<file path="config.mk">
export PLATFORM = sky130hd
export DESIGN_NAME = iicm_master
export DESIGN_NICKNAME = d
export VERILOG_FILES = /design/src/hdl/iicm_master.v
export VERILOG_INCLUDE_DIRS = /design/src /design/src/shared
export SDC_FILE = /design/constraint.sdc
export NUM_CORES = 1
export LEC_CHECK = 0
export ABC_AREA = 1
export BUFFER_PORTS_ARGS = -buffer_cell sky130_fd_sc_hd__buf_2
export CAP_MARGIN = 20
export CORE_MARGIN = 2
export CORE_UTILIZATION = 55
export CTS_CLUSTER_DIAMETER = 60
export DETAILED_ROUTE_END_ITERATION = 8
export GPL_TIMING_DRIVEN = 1
export PLACE_DENSITY = 0.9
export SYNTH_ARGS = -nofsm -noshare
export SYNTH_HDL_FRONTEND = slang
export SYNTH_SLANG_ARGS = --single-unit
</file>
<file path="constraint.sdc">
create_clock -name pclk -period 2.3 [get_ports pclk]
set_input_delay 0.46 -clock pclk [delete_from_list [all_inputs] [get_ports pclk]]
set_output_delay 0.46 -clock pclk [all_outputs]
set_load 0.01 [all_outputs]
</file>
<file path="src/shared/iicm_defs.vh">
/*
 * Constants of the single-master two-wire engine: register indexes,
 * field positions, reset values and timing counts.
 * Assumes inclusion by bare name from the design file.
 */
`ifndef IICM_DEFS_VH
`define IICM_DEFS_VH

// ----------------------------------------------------------------
// Register indexes; the byte address is four times the index.
// ----------------------------------------------------------------
`define IICM_IDX_MODE0 14'h3fa0
`define IICM_IDX_MODE1 14'h3fa1
`define IICM_IDX_CLKSRC 14'h3fa2
`define IICM_IDX_TXBUF 14'h3fa5
`define IICM_IDX_CTRL 14'h3fa6
`define IICM_IDX_ICR 14'h3ff3

// ----------------------------------------------------------------
// Field positions.
// ----------------------------------------------------------------
`define IICM_M0_LEN_HI 2
`define IICM_M0_STE 3
`define IICM_M0_ORDER 4
`define IICM_M1_MST 2
`define IICM_M1_OUTEN 4
`define IICM_M1_INEN 5
`define IICM_M1_CLKEN 6
`define IICM_M1_INSEL 7
`define IICM_CS_RUN 3
`define IICM_CT_ACKLV 0
`define IICM_CT_ACKEN 1
`define IICM_CT_PROTO 2
`define IICM_CT_DIR 3
`define IICM_CT_SPEED 4
`define IICM_CT_STOP 5
`define IICM_CT_MON 6
`define IICM_CT_BUSY 7
`define IICM_IC_IR 0
`define IICM_IC_IE 1

// ----------------------------------------------------------------
// Reset values and clock source codes.
// ----------------------------------------------------------------
`define IICM_RST_REG 8'h00
`define IICM_CS_DIV32 3'h3
`define IICM_CS_TMR2 3'h6
`define IICM_CS_TMR3 3'h7

// ----------------------------------------------------------------
// Source ticks per bus bit and phase marks within a bit.
// ----------------------------------------------------------------
`define IICM_TICKS_PER_BIT 4'h8
`define IICM_PH_SCL_HIGH 3'h4
`define IICM_PH_SAMPLE 3'h6
`define IICM_PH_LAST 3'h7

`endif

</file>
<file path="src/hdl/iicm_master.v">
/*
 * Single-master two-wire serial engine with an APB register slave.
 * Assumes open-drain pins with external pull-ups, inputs synchronous
 * to pclk, and timer ticks that are one-cycle pulses on pclk.
 */
`timescale 1ns/1ps
`include "iicm_defs.vh"

module iicm_master (
    input wire pclk,
    input wire presetn,
    input wire psel,
    input wire penable,
    input wire pwrite,
    input wire [15:0] paddr,
    input wire [31:0] pwdata,
    output reg [31:0] prdata,
    output wire pready,
    output wire pslverr,
    input wire timer2_tick,
    input wire timer3_tick,
    input wire bus_clock_line_in,
    output wire bus_clock_line_out,
    output reg bus_clock_line_oe,
    input wire bus_data_line_in,
    output wire bus_data_line_out,
    output reg bus_data_line_oe,
    input wire alt_data_in,
    output wire transfer_done_irq,
    output wire [1:0] irq_priority_level,
    output wire bus_speed_mode
);

    // ------------------------------------------------------------
    // Engine states.
    // ------------------------------------------------------------
    localparam [2:0] ST_IDLE = 3'h0; // Waiting for a request.
    localparam [2:0] ST_START = 3'h1; // Making a start condition.
    localparam [2:0] ST_BIT = 3'h2; // Moving data bits.
    localparam [2:0] ST_ACK = 3'h3; // Acknowledge slot.
    localparam [2:0] ST_STOP = 3'h4; // Making a stop condition.

    // ------------------------------------------------------------
    // Registers and internal signals.
    // ------------------------------------------------------------
    reg [7:0] serial_mode_0; // Bit count, start, order, edge.
    reg [7:0] serial_mode_1; // Clock master and pin enables.
    reg [7:0] clock_source_select; // Prescaler run and source.
    reg [7:0] bus_control; // Control and status bits.
    reg [7:0] interrupt_control; // Level, enable, request.
    reg [7:0] shift_data; // Transmit and receive shifter.
    reg [2:0] state; // Engine state.
    reg [2:0] phase; // Source tick within one bus bit.
    reg [2:0] bits_left; // Data bits still to move after the current one.
    reg first_done; // A byte has gone since the last stop.
    reg [4:0] prescale; // Dedicated prescaler counter.
    reg scl_seen; // Clock line sampled last cycle.
    reg sda_seen; // Data line sampled last cycle.
    reg scl_prev; // Clock line one cycle earlier.
    reg sda_prev; // Data line one cycle earlier.
    reg [7:0] next_shift; // Shifter after one bit.
    reg src_tick; // One tick of the selected source.
    reg [4:0] div_mask; // Prescaler mask for the chosen divide.

    wire [13:0] reg_index; // Word index from the byte address.
    wire acc; // Access phase of any transfer.
    wire wr_en; // Write takes effect this edge.
    wire hit; // Address names a register.
    wire busy; // Engine or stop request pending.
    wire iic_on; // Two-wire operation selected.
    wire msb_first; // Order bit zero.
    wire rx_mode; // Receive direction.
    wire in_bit; // Data level as the engine sees it.
    wire bit_end; // Last tick of a bus bit.
    wire bus_start; // Start condition seen on the lines.
    wire txbuf_wr; // Write to the transmit buffer.
    wire ctrl_wr; // Write to the control register.
    wire icr_wr; // Write to the interrupt control register.
    wire load_ok; // A byte may be loaded now.
    reg done_evt; // A byte or abort ended this cycle.
    reg mon_evt; // A foreign start was seen during a data bit or ack slot.
    reg ack_cap; // Acknowledge level captured.
    reg ack_val; // The captured level.
    reg stop_done; // Stop condition finished.

    // ------------------------------------------------------------
    // APB decode.
    // ------------------------------------------------------------
    assign reg_index = paddr[15:2];
    assign acc = psel & penable;
    assign wr_en = acc & pwrite & hit;
    // The slave never inserts wait states.
    assign pready = 1'b1;
    // Unmapped or misaligned accesses answer with an error.
    assign pslverr = acc & ~hit;
    assign hit = (paddr[1:0] == 2'h0) &&
        (reg_index == `IICM_IDX_MODE0 ||
        reg_index == `IICM_IDX_MODE1 ||
        reg_index == `IICM_IDX_CLKSRC ||
        reg_index == `IICM_IDX_TXBUF ||
        reg_index == `IICM_IDX_CTRL ||
        reg_index == `IICM_IDX_ICR);
    assign txbuf_wr = wr_en && reg_index == `IICM_IDX_TXBUF;
    assign ctrl_wr = wr_en && reg_index == `IICM_IDX_CTRL;
    assign icr_wr = wr_en && reg_index == `IICM_IDX_ICR;

    // ------------------------------------------------------------
    // Read data, captured in the setup cycle.
    // ------------------------------------------------------------
    always @(posedge pclk or negedge presetn) begin
        if (!presetn) begin
            prdata <= 32'h00000000;
        end else if (psel && !penable && !pwrite) begin
            case (reg_index)
                `IICM_IDX_MODE0: prdata <= {24'h000000, serial_mode_0};
                `IICM_IDX_MODE1: prdata <= {24'h000000, serial_mode_1};
                `IICM_IDX_CLKSRC: begin
                    prdata <= {24'h000000, clock_source_select};
                end
                // Reading the buffer shows the shifter, so that
                // received data can be fetched.
                `IICM_IDX_TXBUF: prdata <= {24'h000000, shift_data};
                `IICM_IDX_CTRL: begin
                    prdata <= {24'h000000, busy, bus_control[6:0]};
                end
                `IICM_IDX_ICR: begin
                    prdata <= {24'h000000, interrupt_control};
                end
                default: prdata <= 32'h00000000;
            endcase
        end
    end

    // ------------------------------------------------------------
    // Plain configuration registers.
    // ------------------------------------------------------------
    always @(posedge pclk or negedge presetn) begin
        if (!presetn) begin
            serial_mode_0 <= `IICM_RST_REG;
            serial_mode_1 <= `IICM_RST_REG;
            clock_source_select <= `IICM_RST_REG;
        end else if (wr_en) begin
            // The bit count may be rewritten between bytes.
            if (reg_index == `IICM_IDX_MODE0) begin
                serial_mode_0 <= pwdata[7:0];
            end
            if (reg_index == `IICM_IDX_MODE1) begin
                serial_mode_1 <= pwdata[7:0];
            end
            if (reg_index == `IICM_IDX_CLKSRC) begin
                clock_source_select <= pwdata[7:0];
            end
        end
    end

    // ------------------------------------------------------------
    // Control register: status bits set by hardware win over
    // a software write in the same cycle.
    // ------------------------------------------------------------
    always @(posedge pclk or negedge presetn) begin
        if (!presetn) begin
            bus_control <= `IICM_RST_REG;
        end else begin
            if (ctrl_wr) begin
                bus_control[6:0] <= pwdata[6:0];
            end
            bus_control[7] <= 1'b0;
            // The received acknowledge level is kept here.
            if (ack_cap) begin
                bus_control[`IICM_CT_ACKLV] <= ack_val;
            end
            // A foreign start during a data bit or ack slot sets the monitor flag.
            if (mon_evt) begin
                bus_control[`IICM_CT_MON] <= 1'b1;
            end
            // The stop request clears itself once done.
            if (stop_done) begin
                bus_control[`IICM_CT_STOP] <= 1'b0;
            end
        end
    end

    // ------------------------------------------------------------
    // Interrupt control: request set on completion wins over
    // a clear written in the same cycle.
    // ------------------------------------------------------------
    always @(posedge pclk or negedge presetn) begin
        if (!presetn) begin
            interrupt_control <= `IICM_RST_REG;
        end else begin
            if (icr_wr) begin
                interrupt_control <= pwdata[7:0];
            end
            if (done_evt) begin
                interrupt_control[`IICM_IC_IR] <= 1'b1;
            end
        end
    end

    assign transfer_done_irq = interrupt_control[`IICM_IC_IR] &
        interrupt_control[`IICM_IC_IE];
    assign irq_priority_level = interrupt_control[7:6];
    // Zero selects the normal rate; the rate itself comes from
    // the chosen source.
    assign bus_speed_mode = bus_control[`IICM_CT_SPEED];

    // ------------------------------------------------------------
    // Dedicated prescaler, counting only while enabled.
    // ------------------------------------------------------------
    always @(posedge pclk or negedge presetn) begin
        if (!presetn) begin
            prescale <= 5'h00;
        end else if (clock_source_select[`IICM_CS_RUN]) begin
            prescale <= prescale + 5'h01;
        end else begin
            prescale <= 5'h00;
        end
    end

    // ------------------------------------------------------------
    // Source tick selection; the fs codes take fs as pclk/2.
    // ------------------------------------------------------------
    always @* begin
        div_mask = 5'h01;
        src_tick = 1'b0;
        case (clock_source_select[2:0])
            3'h0: div_mask = 5'h01;
            3'h1: div_mask = 5'h03;
            3'h2: div_mask = 5'h07;
            `IICM_CS_DIV32: div_mask = 5'h1f;
            3'h4: div_mask = 5'h03;
            3'h5: div_mask = 5'h07;
            default: div_mask = 5'h01;
        endcase
        if (clock_source_select[2:0] == `IICM_CS_TMR2) begin
            src_tick = timer2_tick;
        end else if (clock_source_select[2:0] == `IICM_CS_TMR3) begin
            src_tick = timer3_tick;
        end else begin
            src_tick = clock_source_select[`IICM_CS_RUN] &&
                ((prescale & div_mask) == div_mask);
        end
    end

    // ------------------------------------------------------------
    // Line sampling and start detection.
    // ------------------------------------------------------------
    always @(posedge pclk or negedge presetn) begin
        if (!presetn) begin
            scl_seen <= 1'b1;
            sda_seen <= 1'b1;
            scl_prev <= 1'b1;
            sda_prev <= 1'b1;
        end else begin
            scl_seen <= bus_clock_line_in;
            // Data comes from the data pin or the alternate input.
            sda_seen <= serial_mode_1[`IICM_M1_INSEL] ?
                bus_data_line_in : alt_data_in;
            scl_prev <= scl_seen;
            sda_prev <= sda_seen;
        end
    end

    // Data input disabled reads as a released line.
    assign in_bit = sda_seen | ~serial_mode_1[`IICM_M1_INEN];
    assign bus_start = scl_seen & scl_prev & sda_prev & ~sda_seen;
    assign iic_on = bus_control[`IICM_CT_PROTO];
    assign msb_first = ~serial_mode_0[`IICM_M0_ORDER];
    assign rx_mode = bus_control[`IICM_CT_DIR];
    assign bit_end = src_tick && phase == `IICM_PH_LAST;
    // Busy covers a running byte and a pending stop.
    assign busy = state != ST_IDLE ||
        bus_control[`IICM_CT_STOP];
    // Loading needs two-wire mode and the internal clock.
    assign load_ok = iic_on & ~busy &
        serial_mode_1[`IICM_M1_MST];

    // ------------------------------------------------------------
    // Shifter step: one bit in, the next bit to the edge.
    // ------------------------------------------------------------
    always @* begin
        if (msb_first) begin
            next_shift = {shift_data[6:0], in_bit};
        end else begin
            next_shift = {in_bit, shift_data[7:1]};
        end
    end

    // ------------------------------------------------------------
    // Engine: eight source ticks per bus bit, clock low for the
    // first four and released for the last four.
    // ------------------------------------------------------------
    always @(posedge pclk or negedge presetn) begin
        if (!presetn) begin
            state <= ST_IDLE;
            phase <= 3'h0;
            bits_left <= 3'h0;
            first_done <= 1'b0;
            shift_data <= 8'h00;
            done_evt <= 1'b0;
            mon_evt <= 1'b0;
            ack_cap <= 1'b0;
            ack_val <= 1'b1;
            stop_done <= 1'b0;
        end else begin
            done_evt <= 1'b0;
            mon_evt <= 1'b0;
            ack_cap <= 1'b0;
            stop_done <= 1'b0;
            if (src_tick) begin
                phase <= phase + 3'h1;
            end
            case (state)
                ST_IDLE: begin
                    phase <= 3'h0;
                    if (txbuf_wr && load_ok) begin
                        shift_data <= pwdata[7:0];
                        bits_left <= serial_mode_0[2:0];
                        // The first byte always has a start.
                        if (!first_done ||
                            serial_mode_0[`IICM_M0_STE]) begin
                            state <= ST_START;
                        end else begin
                            state <= ST_BIT;
                        end
                    end else if (bus_control[`IICM_CT_STOP] &&
                        !stop_done) begin
                        // The request bit clears one cycle after the
                        // stop ends, so the pulse blocks a second stop.
                        if (iic_on) begin
                            state <= ST_STOP;
                        end else begin
                            stop_done <= 1'b1;
                        end
                    end
                end
                ST_START: begin
                    if (bit_end) begin
                        state <= ST_BIT;
                    end
                end
                ST_BIT: begin
                    // The shifter moves on the last tick of the bit, so
                    // the data line changes in the same cycle as the clock is pulled low.
                    if (bit_end) begin
                        shift_data <= next_shift;
                    end
                    if (bit_end) begin
                        bits_left <= bits_left - 3'h1;
                        if (bits_left == 3'h0) begin
                            first_done <= 1'b1;
                            if (bus_control[`IICM_CT_ACKEN]) begin
                                state <= ST_ACK;
                            end else begin
                                state <= ST_IDLE;
                                done_evt <= 1'b1;
                            end
                        end
                    end
                end
                ST_ACK: begin
                    // The slot samples the level, not the shifter.
                    if (src_tick && phase == `IICM_PH_SAMPLE &&
                        !rx_mode) begin
                        ack_cap <= 1'b1;
                        ack_val <= in_bit;
                    end
                    if (bit_end) begin
                        state <= ST_IDLE;
                        done_evt <= 1'b1;
                    end
                end
                ST_STOP: begin
                    if (bit_end) begin
                        state <= ST_IDLE;
                        first_done <= 1'b0;
                        stop_done <= 1'b1;
                    end
                end
                default: begin
                    state <= ST_IDLE;
                end
            endcase
            // A foreign start aborts the byte and ends it, unless the buffer is written in the same cycle.
            if (bus_start && (state == ST_BIT || state == ST_ACK) &&
                !txbuf_wr) begin
                state <= ST_IDLE;
                mon_evt <= 1'b1;
                done_evt <= 1'b1;
            end
        end
    end

    // ------------------------------------------------------------
    // Pin drive: only low or released.
    // ------------------------------------------------------------
    assign bus_clock_line_out = 1'b0;
    assign bus_data_line_out = 1'b0;

    always @(posedge pclk or negedge presetn) begin
        if (!presetn) begin
            bus_clock_line_oe <= 1'b0;
            bus_data_line_oe <= 1'b0;
        end else begin
            case (state)
                ST_START: begin
                    // Both released, the clock low for four ticks first after a byte;
                    // then data falls while the clock is high.
                    bus_clock_line_oe <= phase < `IICM_PH_SCL_HIGH &&
                        first_done;
                    bus_data_line_oe <= phase >= `IICM_PH_SAMPLE;
                end
                ST_BIT: begin
                    bus_clock_line_oe <= phase < `IICM_PH_SCL_HIGH;
                    // Receive releases data; transmit drives zeros.
                    if (msb_first) begin
                        bus_data_line_oe <= !rx_mode && !shift_data[7];
                    end else begin
                        bus_data_line_oe <= !rx_mode && !shift_data[0];
                    end
                end
                ST_ACK: begin
                    bus_clock_line_oe <= phase < `IICM_PH_SCL_HIGH;
                    // Transmit releases data; receive answers.
                    bus_data_line_oe <= rx_mode &&
                        !bus_control[`IICM_CT_ACKLV];
                end
                ST_STOP: begin
                    // Data held low until the clock is high.
                    bus_clock_line_oe <= phase < `IICM_PH_SCL_HIGH;
                    bus_data_line_oe <= phase < `IICM_PH_SAMPLE;
                end
                default: begin
                    // Between bytes the clock is held low.
                    bus_clock_line_oe <= first_done;
                    bus_data_line_oe <= 1'b0;
                end
            endcase
            // Pin function enables gate each line.
            if (!serial_mode_1[`IICM_M1_CLKEN]) begin
                bus_clock_line_oe <= 1'b0;
            end
            if (!serial_mode_1[`IICM_M1_OUTEN]) begin
                bus_data_line_oe <= 1'b0;
            end
        end
    end

endmodule // iicm_master

</file>
==> Word-level counts from Yosys, hierarchy flattened <==
Cells that the tools add are included.
{ "word_totals": {"ff_bits": 105, "word_cells": 190} }
{ "op_classes": {"addsub": 3, "eq_ne": 30, "n_lt_le_gt_ge": 3, "n_bitwise": 16, "n_reduce_logical": 57, "mux": 54} }
{ "ops": {"columns": ["op", "n"], "rows": [
  ["$eq A14 B14 Y1 const B", 6],
  ["$pmux W8 S6", 1],
  ["$mux W3", 12],
  ["$mux W1", 25],
  ["$mux W8", 3],
  ["$eq A3 B3 Y1 const B", 7],
  ["$logic_and A1 B1 Y1", 18],
  ["$pmux W8 S2", 1],
  ["$pmux W5 S3", 1],
  ["$reduce_bool A2 Y1", 7],
  ["$eq A3 B2 Y1 const B", 4],
  ["$pmux W3 S4", 1],
  ["$and A1 B1 Y1", 10],
  ["$logic_not A1 Y1", 9],
  ["$logic_or A1 B1 Y1", 8],
  ["$ne A2 B2 Y1 const B", 4],
  ["$ne A4 B4 Y1 const B", 2],
  ["$pmux W1 S2", 4],
  ["$reduce_and A2 Y1", 4],
  ["$mux W7", 1],
  ["$eq A3 B1 Y1 const B", 2],
  ["$logic_not A3 Y1", 2],
  ["$lt A3 B3 Y1 const B", 2],
  ["$ne A3 B2 Y1 const B", 2],
  ["21 further kinds", 27]
]} }

==> Logic depth before layout (Yosys ltp) <==
{ "depth": {"ltp_word": 13, "mapped_depth": 13, "ltp_nobuf": 13} }

==> Worst setup path before layout <==
Ideal clock, no wire load.
{ "synth_path": {"path_kind": "input-to-output", "start": "input paddr[14]", "end": "output pslverr", "n_path_buf": 0, "arrival_time_ns": 1.425, "cell_stages": 7, "slack_ns": 0.415, "required_time_ns": 1.840, "cell_sequence": "nand2_1 > nor2_1 > nand2_2 > nor3_4 > nor2_2 > a21boi_4 > nor2_1"} }
{ "synth_via": {"elab_chain_len": 9, "elab_cells_between_ends": 14} }
{ "synth_lines": {"columns": ["item", "line_no", "rtl"], "rows": [
  ["from (decl)", "iicm_master.v:15", "input wire [15:0] paddr,"],
  ["$eq A14 B14 Y1", null, null],
  ["$logic_or A1 B1 Y1 (no source line) (4 in series)", null, null],
  ["$logic_or A1 B1 Y1 (no source line) *", null, null],
  ["$logic_and A1 B1 Y1 *", "iicm_master.v:96", "assign hit = (paddr[1:0] == 2'h0) &&"],
  ["$not A1 Y1 *", "iicm_master.v:95", "assign pslverr = acc & ~hit;"],
  ["$and A1 B1 Y1 *", "iicm_master.v:95", null],
  ["to (decl)", "iicm_master.v:19", "output wire pslverr,"]
]} }
Mark *: on every way between the ends. The rest lies on a longest branch, timed or not.

==> Worst setup path in the final report <==
{ "layout_path": {"start": "input paddr[6]", "end": "output pslverr"} }
Same word-level chain as after synthesis.

==> results.md <==
* Status: complete, no violations
* Wirelength per Cell at 15.9 um
* Mux cell area share after synthesis at 0.00249
* Largest cells by area after synthesis: dfrtp_1 (42%), nand2_1 (11%), inv_1 (6.0%), buf_4 (4.8%), o21ai_0 (4.4%)
* Critical R2R Capture: shift_data[7]$_DFFE_PN0P_
* Max Fclk at 461 MHz
* IO Pins at 100
* Crit Path Category: in2out
* Number of synthesized register bits at 81
* Wire length on met1 at 4390 um
* Placer congestion estimate at 0.932
* CTS Buf Count at 9
* Crit path DAT at 1.71 ns
* Vias per cell at 5.70
* Post-synth top cells: nand2_1 (138), dfrtp_1 (76), inv_1 (72)
* Port bufs at 48
* Largest net degree at the start of global routing at 52
* Number of synthesized flops with an enable pin at 0
* Slew Limit Fails at 0
* DRC viols at 0
* DRT Pass-1 Iters at 7
* Post-detail-place hpwl at 8500 um
* Simple-Gate Fraction of Synth Area at 0.244
* Detailed Route WL at 11800 um
* Vias in the first global route at 4054
* Worst-Margin Slew at 0.657 ns
* Area share of the largest cell type after synthesis at 0.421
* Final setup vio count at 0
* GRT overflow at 0
* Clk buf depth at 2
* Design Area, Final at 0.00504 mm2
* 1st-iter DRT viols at 639
* Overall power at 0.00300 W
* Post-Route Skew at 0.0148 ns
* Fin Setup TNS at 0 ns
* # fillers at 655
* Leading area contributor after synthesis: dfrtp_1
* Synth Area in Compound Gates at 0.160
* Via count at 4204
* Pre-CTS setup slack at 0.148 ns
* Die Height at 94.7 um
* Synth cell types at 48
* Unrepaired setup endpoints after global routing: false
* Cell with the most instances on the worst path: nor2_1
* Worst reg2reg setup slack at 0.28 ns
* FF-to-FF Start: clock_source_select[0]$_DFFE_PN0P_
* Htree depth at 3
* Maximum resistive drop on vdd at 0.258 mV
* CP max-delay cell: a21boi_4
* # Max-Cap Violations at 0
* Fin Hold WS at 0.107 ns
* First-pass GRT wire length at 19200 um
* Area Overhead vs Synth at 11.4%
* Top delay family on crit path: simple AND/OR/NAND/NOR gates
* Slew headroom at 0.562
* Setup ws final at 0.131 ns
* Most frequent cell after synthesis: nand2_1
* Crit path max fanout at 7
* Crit path launch type: input pin
* Root Buffer: clkbuf_8
* Syn Inst Count at 573
* Synth Area in Adders at 0.0138
* Yosys warns at 0
* XOR/XNOR Fraction of Synth Area at 0.00194
* Antenna viol nets, final at 0
* Main combinational cell family by area after synthesis: simple AND/OR/NAND/NOR gates
* Pwr per Cell Area at 595 mW/mm2
* CTS tree: yes
* Clock-pin transition on the worst setup and hold timing paths at 0.09 ns
* Layout cells sized above 1 at 0.191
* Diode count at 0
* Met2 routed wirelength at 5570 um
* Worst path bufs/invs at 2
* Most used DFF post-synth: dfrtp_1
* Die area at 0.00896 mm2
* Final Hold Viols at 0
* Metal3 WL at 1130 um
* Final min period at 2.17 ns
* CP max stage delay at 0.20 ns
* Max layer used: met4
* Overall Global Routing Usage at 0.282
* Clk sink count at 81
* LEAKAGE at 2.59 nW
* Post-DP Area at 0.00482 mm2
* Skew-Pair Late Insertion Delay at 0.38 ns
* Period utilization at 0.943
* Sequential share of the synthesized area at 0.450
* Die X at 94.7 um
* Critical Path, Cell by Cell: buf_2 -> nor2_2 -> nand3_1 -> nor2_1 -> nand2_2 -> nand2_1 -> nor2_1 -> a21boi_4 -> nor2_1 -> buf_2
* CP Capture Type: output pin
* Reg2reg path depth at 11
* Initial Util at 0.559
* Synth Cell Area at 0.00452 mm2
* Syn_area_per_cell at 7.89 um2
* Initial antenna violation count at 0
* Site Rows at 33
* CP Data Required Time at 1.84 ns
* Nets at 691
* CTS Hold Bufs at 0
* Hold Path Class: in2async
* Post-synth ARST share at 1.00
* Placeable Area at 0.00809 mm2
-- how the worst max path moves through the flow --
| stage | from | to | slack, ns | cells after the start |
|---|---|---|---|---|
| floorplan | paddr[14] | pslverr | 0.42 | 7 |
| global placement | paddr[14] | pslverr | 0.22 | 11 |
| detailed placement | paddr[6] | pslverr | 0.15 | 10 |
| CTS | clock_source_select[0]$_DFFE_PN0P_ | shift_data[7]$_DFFE_PN0P_ | 0.13 | 11 |
| global route | paddr[6] | pslverr | 0.008 | 10 |
| finish | paddr[6] | pslverr | 0.13 | 10 |
-- registers in the layout (all words and copies together) (netlist names), 3 cells and up --
signal,count
prdata,8
bits_left,3
interrupt_control,8
clock_source_select,8
prescale,5
phase,3
serial_mode_0,8
serial_mode_1,8
state,3
shift_data,8
bus_control,7
-- area by class of cell --
cell class,count,area [um2],area share
multi-input combinational,397,2020,0.401
tap,105,131,0.0261
timing repair buffer,60,345,0.0685
inverter,79,297,0.0589
sequential,81,2030,0.404
clock buffer,9,124,0.0246
clock inverter,7,90.1,0.0179
-- report_power, final --
| part | total [W] | internal [W] | switching, W |
|---|---|---|---|
| clock | 0.00111 | 0.000523 | 0.000584 |
| combinational | 0.000378 | 0.000135 | 0.000243 |
| sequential | 0.00151 | 0.00147 | 0.0000400 |
| total | 0.00300 | 0.00213 | 0.000868 |
-- cells by family (layout without fill, tap and decap cells) --
kind of cell / after synthesis / count (layout)
fa+ha+maj: 5 / 5
compound gates: 115 / 115
buf+inv: 120 / 155
flops: 81 / 81
mux: 1 / 1
other cells: 2 / 27
simple gates: 248 / 248
xor+xnor: 1 / 1
-- placed cells by master, fill, tap and decap left out, types with 7 or more instances in the layout --
cell type / instances
o21ai_1: 18
conb_1: 27
nor2_1: 46
nand2_2: 7
inv_1: 72
dfrtp_1: 76
o21ai_2: 8
o21ai_0: 40
clkbuf_8: 9
nor3_1: 7
buf_2: 47
nand4_1: 13
nand3_1: 17
a21oi_1: 13
nand2_1: 138
o211ai_1: 7
buf_4: 12
-- timing repair --
action | in CTS | in global routing
gates resized for setup | 0 | 1
setup endpoints to repair | 0 | 10
setup buffers | 0 | 0
-- metal layers --
metal,global-route usage,up-vias
li1,-,1916
met1,0.338,1939
met4,0.165,0
met5,0,-
met3,0.0734,61
met2,0.458,288
-- metrics by stage --
step,utilization,cells
after floorplan,-,598
after global placement,0.595,722
after detailed placement,0.595,722
after CTS,0.622,738
after global routing,0.623,738
final,0.623,738
Note: power is estimated with default switching activity, not from simulation.
